--- src/verilog/acc_pkg.sv ---
package acc_pkg;
  // register byte offsets on the Avalon-MM slave
  localparam logic [3:0] ACC_OFS_CSB   = 4'h0;
  localparam logic [3:0] ACC_OFS_CSA   = 4'h4;
  localparam logic [3:0] ACC_OFS_MUX   = 4'h8;
  localparam logic [3:0] ACC_OFS_CMP   = 4'hC;
  localparam logic [3:0] ACC_OFS_DID   = 4'h0;
  localparam logic [1:0] ACC_BANK_CTL  = 2'h0;
  localparam logic [1:0] ACC_BANK_DID  = 2'h1;
  localparam logic [4:0] ACC_ADDR_DID  = 5'h10;

  // comparator control/status fields
  localparam int ACC_B_POWER_OFF  = 7;
  localparam int ACC_B_BANDGAP    = 6;
  localparam int ACC_B_OUT_SYNC   = 5;
  localparam int ACC_B_EVENT_FLAG = 4;
  localparam int ACC_B_IRQ_EN     = 3;
  localparam int ACC_B_CAPTURE    = 2;
  localparam int ACC_B_MODE_HI    = 1;
  localparam int ACC_B_MODE_LO    = 0;
  // converter control/status b and a
  localparam int ACC_B_NEG_MUX    = 6;
  localparam int ACC_B_CONV_EN    = 7;
  // digital input disable
  localparam int ACC_B_NEG_DIG    = 1;
  localparam int ACC_B_POS_DIG    = 0;

  localparam logic [7:0] ACC_RST_REG = 8'h00;

  typedef enum logic [1:0] {
    ACC_MODE_TOGGLE  = 2'b00,
    ACC_MODE_RSVD    = 2'b01,
    ACC_MODE_FALLING = 2'b10,
    ACC_MODE_RISING  = 2'b11
  } acc_mode_e;
endpackage

--- src/verilog/acc_sync_if.sv ---
interface acc_sync_if;
  logic raw;
  logic synced;
  logic prev;
  modport core (output raw, input synced, input prev);
  modport sync (input raw, output synced, output prev);
endinterface

--- src/verilog/acc_comparator_ctrl.sv ---
// Notes on behaviour
// result is one when selected positive input exceeds selected negative input.
// raw decision is synchronised; readable bit lags one to two clocks.
// power-off bit 7 switches comparator off; writable any time.
// software clears interrupt enable before changing power-off bit.
// bandgap select bit 6 feeds bandgap to positive input, else pin.
// event flag bit 4 sets on output change matching selected event mode.
// interrupt requested when flag, enable bit 3 and global enable all set.
// flag cleared by hardware when the comparator vector is executed.
// writing one to flag clears it; writing zero leaves it.
// capture-route bit 2 connects output to timer capture front end.
// software also sets capture interrupt enable in timer mask.
// mode bits 1:0 select toggle, reserved, falling, rising.
// software clears interrupt enable before changing event mode.
// neg-mux enable with converter off takes negative input from channel mux.
// channel select 000 to 111 picks analog channel 0 to 7.
// neg-mux off or converter on applies dedicated negative pin.
// digital-input-disable bits gate pin buffers; pin bits read zero.
// converter enable in control a turns converter on, blocks neg mux.
// edge detection compares synchronised output with previous clock value.
// reserved mode never sets the event flag.
//
// Added by the designer: register access over Avalon-MM and the register addresses.
module acc_comparator_ctrl
  import acc_pkg::*;
(
  // clock and reset
  input  wire logic       clk,
  input  wire logic       rst_n,
  // Avalon-MM slave
  input  wire logic [4:0] avs_address,
  input  wire logic       avs_read,
  input  wire logic       avs_write,
  input  wire logic [3:0] avs_byteenable,
  input  wire logic [31:0] avs_writedata,
  output logic [31:0]     avs_readdata,
  output logic            avs_waitrequest,
  // analog front end decision and selects
  input  wire logic       cmp_raw_decision,
  output logic            cmp_power_off,
  output logic            bandgap_positive_sel,
  output logic            neg_from_mux,
  output logic [2:0]      neg_channel,
  output logic            converter_enable,
  // pins
  input  wire logic       pos_input_pin_dig,
  input  wire logic       neg_input_pin_dig,
  output logic            pos_pin_buf_en,
  output logic            neg_pin_buf_en,
  output logic            pos_pin_read,
  output logic            neg_pin_read,
  // cpu side
  input  wire logic       global_irq_enable,
  input  wire logic       irq_vector_ack,
  output logic            cmp_irq,
  // timer capture
  output logic            capture_source_sel,
  output logic            capture_input
);
  logic [7:0] csb_q;
  logic [7:0] csa_q;
  logic [7:0] mux_q;
  logic [7:0] cmp_q;
  logic [7:0] did_q;
  logic       flag_q;
  logic       ack_q;
  logic       ack_d;
  logic [7:0] rd_d;
  logic       wr_lo;
  logic       hit_d;
  logic       event_hit;
  logic       out_sync;
  logic       out_prev;
  acc_mode_e  mode;

  acc_sync_if sif ();

  function automatic logic sel_hit(input logic [4:0] a, input logic [3:0] ofs,
                                   input logic [1:0] bank);
    sel_hit = (a[4:3] == bank[1:0]) && (a[2:0] == {ofs[3:2], 1'b0}) ||
              (a == {bank, ofs[3:2], 1'b0});
  endfunction

  function automatic logic at(input logic [4:0] a, input logic [4:0] byte_addr);
    at = (a == byte_addr);
  endfunction

  // one wait state: request answered on the edge after it is seen
  assign ack_d           = (avs_read || avs_write) && !ack_q;
  assign avs_waitrequest = (avs_read || avs_write) && !ack_q;
  assign wr_lo           = avs_write && ack_q && avs_byteenable[0];

  always_ff @(posedge clk) begin
    if (!rst_n) begin
      ack_q <= 1'b0;
    end else begin
      ack_q <= ack_d;
    end
  end

  // control registers
  always_ff @(posedge clk) begin
    if (!rst_n) begin
      csb_q <= ACC_RST_REG;
      csa_q <= ACC_RST_REG;
      mux_q <= ACC_RST_REG;
      cmp_q <= ACC_RST_REG;
      did_q <= ACC_RST_REG;
    end else if (wr_lo) begin
      if (at(avs_address, {1'b0, ACC_OFS_CSB})) begin
        csb_q <= avs_writedata[7:0];
      end
      if (at(avs_address, {1'b0, ACC_OFS_CSA})) begin
        csa_q <= avs_writedata[7:0];
      end
      if (at(avs_address, {1'b0, ACC_OFS_MUX})) begin
        mux_q <= avs_writedata[7:0];
      end
      if (at(avs_address, {1'b0, ACC_OFS_CMP})) begin
        cmp_q <= avs_writedata[7:0];
      end
      if (at(avs_address, ACC_ADDR_DID)) begin
        did_q <= avs_writedata[7:0];
      end
    end
  end

  // synchroniser and edge history
  assign sif.raw  = cmp_raw_decision && !cmp_q[ACC_B_POWER_OFF];
  assign out_sync = sif.synced;
  assign out_prev = sif.prev;

  acc_sync u_sync (
    .clk   (clk),
    .rst_n (rst_n),
    .sif   (sif)
  );

  assign mode = acc_mode_e'(cmp_q[ACC_B_MODE_HI:ACC_B_MODE_LO]);

  always_comb begin
    case (mode)
      ACC_MODE_TOGGLE:  hit_d = out_sync != out_prev;
      ACC_MODE_FALLING: hit_d = out_prev && !out_sync;
      ACC_MODE_RISING:  hit_d = !out_prev && out_sync;
      ACC_MODE_RSVD:    hit_d = 1'b0;
      default:          hit_d = 1'b0;
    endcase
  end
  assign event_hit = hit_d;

  // event flag: set wins over either clear
  always_ff @(posedge clk) begin
    if (!rst_n) begin
      flag_q <= 1'b0;
    end else if (event_hit) begin
      flag_q <= 1'b1;
    end else if (irq_vector_ack) begin
      flag_q <= 1'b0;
    end else if (wr_lo && at(avs_address, {1'b0, ACC_OFS_CMP}) &&
                 avs_writedata[ACC_B_EVENT_FLAG]) begin
      flag_q <= 1'b0;
    end
  end

  assign cmp_irq = flag_q && cmp_q[ACC_B_IRQ_EN] && global_irq_enable;

  // analog selects
  assign cmp_power_off        = cmp_q[ACC_B_POWER_OFF];
  assign bandgap_positive_sel = cmp_q[ACC_B_BANDGAP];
  assign converter_enable     = csa_q[ACC_B_CONV_EN];
  assign neg_from_mux = csb_q[ACC_B_NEG_MUX] && !csa_q[ACC_B_CONV_EN];
  assign neg_channel  = mux_q[2:0];

  // capture routing
  assign capture_source_sel = cmp_q[ACC_B_CAPTURE];
  assign capture_input      = cmp_q[ACC_B_CAPTURE] && out_sync;

  // pin digital buffers
  assign pos_pin_buf_en = !did_q[ACC_B_POS_DIG];
  assign neg_pin_buf_en = !did_q[ACC_B_NEG_DIG];
  assign pos_pin_read   = pos_input_pin_dig && !did_q[ACC_B_POS_DIG];
  assign neg_pin_read   = neg_input_pin_dig && !did_q[ACC_B_NEG_DIG];

  // read mux
  always_comb begin
    rd_d = 8'h00;
    if (at(avs_address, {1'b0, ACC_OFS_CSB})) begin
      rd_d = csb_q;
    end else if (at(avs_address, {1'b0, ACC_OFS_CSA})) begin
      rd_d = csa_q;
    end else if (at(avs_address, {1'b0, ACC_OFS_MUX})) begin
      rd_d = mux_q;
    end else if (at(avs_address, {1'b0, ACC_OFS_CMP})) begin
      rd_d = {cmp_q[7:6], out_sync, flag_q, cmp_q[3:0]};
    end else if (at(avs_address, ACC_ADDR_DID)) begin
      rd_d = did_q;
    end
  end

  always_ff @(posedge clk) begin
    if (!rst_n) begin
      avs_readdata <= 32'h0000_0000;
    end else begin
      avs_readdata <= {24'h00_0000, rd_d};
    end
  end
endmodule

--- src/verilog/acc_sync.sv ---
module acc_sync
  import acc_pkg::*;
(
  // clock and reset
  input  wire logic clk,
  input  wire logic rst_n,
  // comparator level
  acc_sync_if.sync  sif
);
  logic stage1_q;
  logic stage2_q;
  logic prev_q;

  // two-flop synchroniser, then one-cycle history for edges
  always_ff @(posedge clk) begin
    if (!rst_n) begin
      stage1_q <= 1'b0;
      stage2_q <= 1'b0;
      prev_q   <= 1'b0;
    end else begin
      stage1_q <= sif.raw;
      stage2_q <= stage1_q;
      prev_q   <= stage2_q;
    end
  end

  assign sif.synced = stage2_q;
  assign sif.prev   = prev_q;
endmodule

--- config.mk ---
export PLATFORM = sky130hd
export DESIGN_NAME = acc_comparator_ctrl
export DESIGN_NICKNAME = d
export VERILOG_FILES = /design/src/verilog/acc_pkg.sv /design/src/verilog/acc_sync_if.sv /design/src/verilog/acc_comparator_ctrl.sv /design/src/verilog/acc_sync.sv
export SDC_FILE = /design/constraint.sdc
export NUM_CORES = 1
export LEC_CHECK = 0
export BUFFER_PORTS_ARGS = -buffer_cell sky130_fd_sc_hd__buf_2
export CORE_MARGIN = 8
export CORE_UTILIZATION = 55
export DETAILED_ROUTE_END_ITERATION = 16
export GPL_TIMING_DRIVEN = 1
export PLACE_DENSITY = 0.9
export SKIP_CTS_REPAIR_TIMING = 1
export SLEW_MARGIN = 10
export SYNTH_ARGS = -nofsm -noshare
export SYNTH_HDL_FRONTEND = slang
export SYNTH_SLANG_ARGS = --single-unit
--- constraint.sdc ---
create_clock -name clk -period 3.7 [get_ports clk]
set_input_delay 0.37 -clock clk [delete_from_list [all_inputs] [get_ports clk]]
set_output_delay 0.37 -clock clk [all_outputs]
set_load 0.05 [all_outputs]
==> results_dict.tcl <==
set metrics [dict create \
    status "complete, no violations" \
    yosysTopAreaCell "dfxtp_1" \
    finalSetupTns_ns 0 \
    globalRouteTotalUtil_pct 18.5 \
    ys_seq_area_share_pct 34.2 \
    worstSetupPathType "in2reg" \
    synthMuxAreaShare_pct 0 \
    synth_top_family_by_area "compound AO/OA/AOI/OAI gates" \
    grt_antenna_before_repair 0 \
    numPortBuffers 45 \
    grt_pass1_vias 2294 \
    fin_crit_ns 2.07 \
    p_int_mw 0.792 \
    path_clk_slew_ns 0.09 \
    wl_per_cell_um 17.9 \
    fp.dieH_um 89.7 \
    clkPwrFrac_pct 33.8 \
    drc 0 \
    insertion_delay_ns 0.30 \
    vdd_drop_max_uv 186 \
    skew_ns 0.00442 \
    synth-edff-count 0 \
    rows 27 \
    clockRootBuffer "clkbuf_8" \
    num-nets-final 400 \
    hold_violations 0 \
    synth.area.top_cells "dfxtp_1 34%, a21boi_1 9.6%, buf_4 7.8%" \
    reg2reg_to "mux_q[3]" \
    max_slew_margin_pct 24.2 \
    fin_crit_sh_pct 55.8 \
    start_kind "input port" \
    rsz0062_at_grt "no" \
    critPathCapture "avs_readdata[0]" \
    pin_count 97 \
    synth_cell_types 42 \
    start_util_pct 55.6 \
    finalMaxSlewViolations 0 \
    setup_viol 0 \
    avgSynthCellArea_um2 9.07 \
    power.share.combinational_pct 16.2 \
    cpPeakStageDelay_ns 1.04 \
    postRouteAntennaNets 0 \
    end_kind "flip-flop" \
    synthAdderAreaFrac_pct 0.839 \
    hp-class "in2reg" \
    p_per_area_mw_per_mm2 361 \
    vias 2575 \
    final_cell_area_mm2 0.00309 \
    hpwl_um 5020 \
    grt_first_pass_wirelength_um 11400 \
    synth_top_cell_area_share_pct 34.2 \
    fp.dieW_um 89.7 \
    cp.arrival_ns 2.28 \
    cts_buffers 5 \
    worstRegToRegCells 3 \
    drive_above_1_share_pct 21.8 \
    htreeDepth 2 \
    viasPerCell 6.13 \
    p_leak_nw 1.14 \
    worst_path_max_delay_cell "nor4_4" \
    fp.dieArea_mm2 0.00804 \
    p_sw_mw 0.321 \
    cts_tree "done" \
    switching_share_pct 28.8 \
    num_antenna_cells 0 \
    synth-simple-area-share_pct 22.0 \
    cts_sinks 51 \
    syn-cell-area_mm2 0.00298 \
    core_mm2 0.00537 \
    synthFlopType "dfxtp_1" \
    synth_seq_cells 51 \
    first_pass_iters 5 \
    area_growth_pct 3.44 \
    synth_compound_area_share_pct 27.8 \
    reg2reg_from "ack_q" \
    fmax_mhz 484 \
    reg2reg_slack_ns 2.04 \
    max_cap_viol_count 0 \
    place_area_mm2 0.00298 \
    ys_async_sr_fraction_pct 0 \
    critical_path.cell_chain "buf_2 -> nor4_4 -> a221oi_1 -> a211oi_1" \
    yosys_warnings 0 \
    grt_max_degree 53 \
    drt_iter0_markers 378 \
    worstMarginPinSlew_ns 1.13 \
    cp.required_ns 3.91 \
    wirelength_um 7540 \
    grt-ovfl-total 0 \
    cp_max_fo 24 \
    clockBufferDepth 2 \
    seqPwrFrac_pct 50.0 \
    crit_path_start "avs_address[4]" \
    synth_xor_area_share_pct 0 \
    gp_congestion 0.840 \
    syn_inst 329 \
]
## cells in the final DEF, fill, tap and decap left out, types with 2 or more instances in the layout
master and count:
a211oi_1 2, nor4b_4 2, and2_1 4, buf_4 4
o21ai_1 38, or3b_1 8, o31ai_1 2, o31ai_2 7
buf_2 45, a211oi_2 6, conb_1 24, nor2_1 3
inv_1 4, nor2b_1 5, nor4_4 2, nand3_1 39
nand2_1 10, nand2b_1 17, ha_1 2, a32oi_1 8
clkbuf_8 5, a21boi_1 38, dfxtp_1 51, a221oi_1 7
## through the flow
step	power, mW	setup slack (ns)	hold slack, ns	util, %	std cells
2_1_floorplan	0.734	2.09	0.412	-	352
3_3_place_gp	0.742	1.35	0.414	55.6	413
3_5_place_dp	0.745	1.31	0.427	55.6	413
4_1_cts	1.11	1.65	0.280	57.5	420
5_1_grt	1.15	1.53	0.291	57.5	420
6_report	1.11	1.63	0.281	57.5	420
## layout make-up
class                           count  area (um^2)
Fill cell                         481         2280
Multi-Input combinational cell    237         1600
Sequential cell                    51         1020
Timing Repair Buffer               49          255
Tap cell                           72         90.1
Clock buffer                        6         72.6
Clock inverter                      1         30.0
Inverter                            4         15.0
## worst min-delay path by stage
stage / start / end / slack (ns) / cells past startpoint
CTS: cmp_raw_decision / u_sync.stage1_q / 0.28 / 3
global route: cmp_raw_decision / u_sync.stage1_q / 0.29 / 3
finish: cmp_raw_decision / u_sync.stage1_q / 0.28 / 3
detailed placement: u_sync.stage1_q / u_sync.sif.synced / 0.43 / 1
global placement: u_sync.stage1_q / u_sync.sif.synced / 0.41 / 1
floorplan: u_sync.stage1_q / u_sync.sif.synced / 0.41 / 1
## kinds of logic after synthesis
kind of cell | after synthesis
buffers and inverters | 64
adders and majority gates | 2
other | 1
DFF | 51
AOI/OAI and AO/OA | 111
and+or+nand+nor | 100
## power by group through the flow
stage,Sequential [mW],Combinational [mW],Clock (mW)
2_1_floorplan,0.575,0.159,0
3_3_place_gp,0.569,0.174,0
3_5_place_dp,0.569,0.176,0
4_1_cts,0.556,0.177,0.378
5_1_grt,0.557,0.188,0.406
6_report,0.556,0.180,0.376
## registers in the layout (all words and copies together), names as in the netlist
signal,cells
csb_q,8
ack_q,1
csa_q,8
u_sync.stage1_q,1
u_sync.sif.synced,1
avs_readdata,8
u_sync.sif.prev,1
did_q,8
mux_q,8
flag_q,1
cmp_q,6
## layer usage
layer / up-vias / part of all wire, % / wire, um / GRT usage [%]
met1: 1232 / 39 / 2950 / 21.8
met3: 20 / 7.7 / 580 / 3.09
li1: 1184 / - / - / -
met4: 0 / 3.3 / 251 / 12.2
met2: 139 / 50 / 3760 / 30.2
met5: - / 0 / 0 / 0
## cell usage after synthesis, types with 2 or more instances
| cell | instances |
|---|---|
| o31ai_2 | 7 |
| dfxtp_1 | 51 |
| a221oi_1 | 7 |
| buf_4 | 31 |
| a211oi_2 | 6 |
| nor4_4 | 2 |
| clkbuf_1 | 11 |
| buf_6 | 8 |
| nor2_1 | 3 |
| o21ai_1 | 38 |
| or3b_1 | 8 |
| a211oi_1 | 2 |
| nand2_1 | 10 |
| ha_1 | 2 |
| buf_2 | 6 |
| o31ai_1 | 2 |
| a21boi_1 | 38 |
| inv_1 | 4 |
| nor4b_4 | 2 |
| a32oi_1 | 8 |
| nor2b_1 | 5 |
| nand2b_1 | 17 |
| and2_1 | 4 |
| nand3_1 | 39 |
## worst max-delay path, delay by kind of cell
family | cells | cell delay, ns
and+or+nand+nor | 1 | 1.04
AOI/OAI and AO/OA | 2 | 0.57
buffers and inverters | 1 | 0.28
No activity file was read; power rests on OpenSTA's default activity.
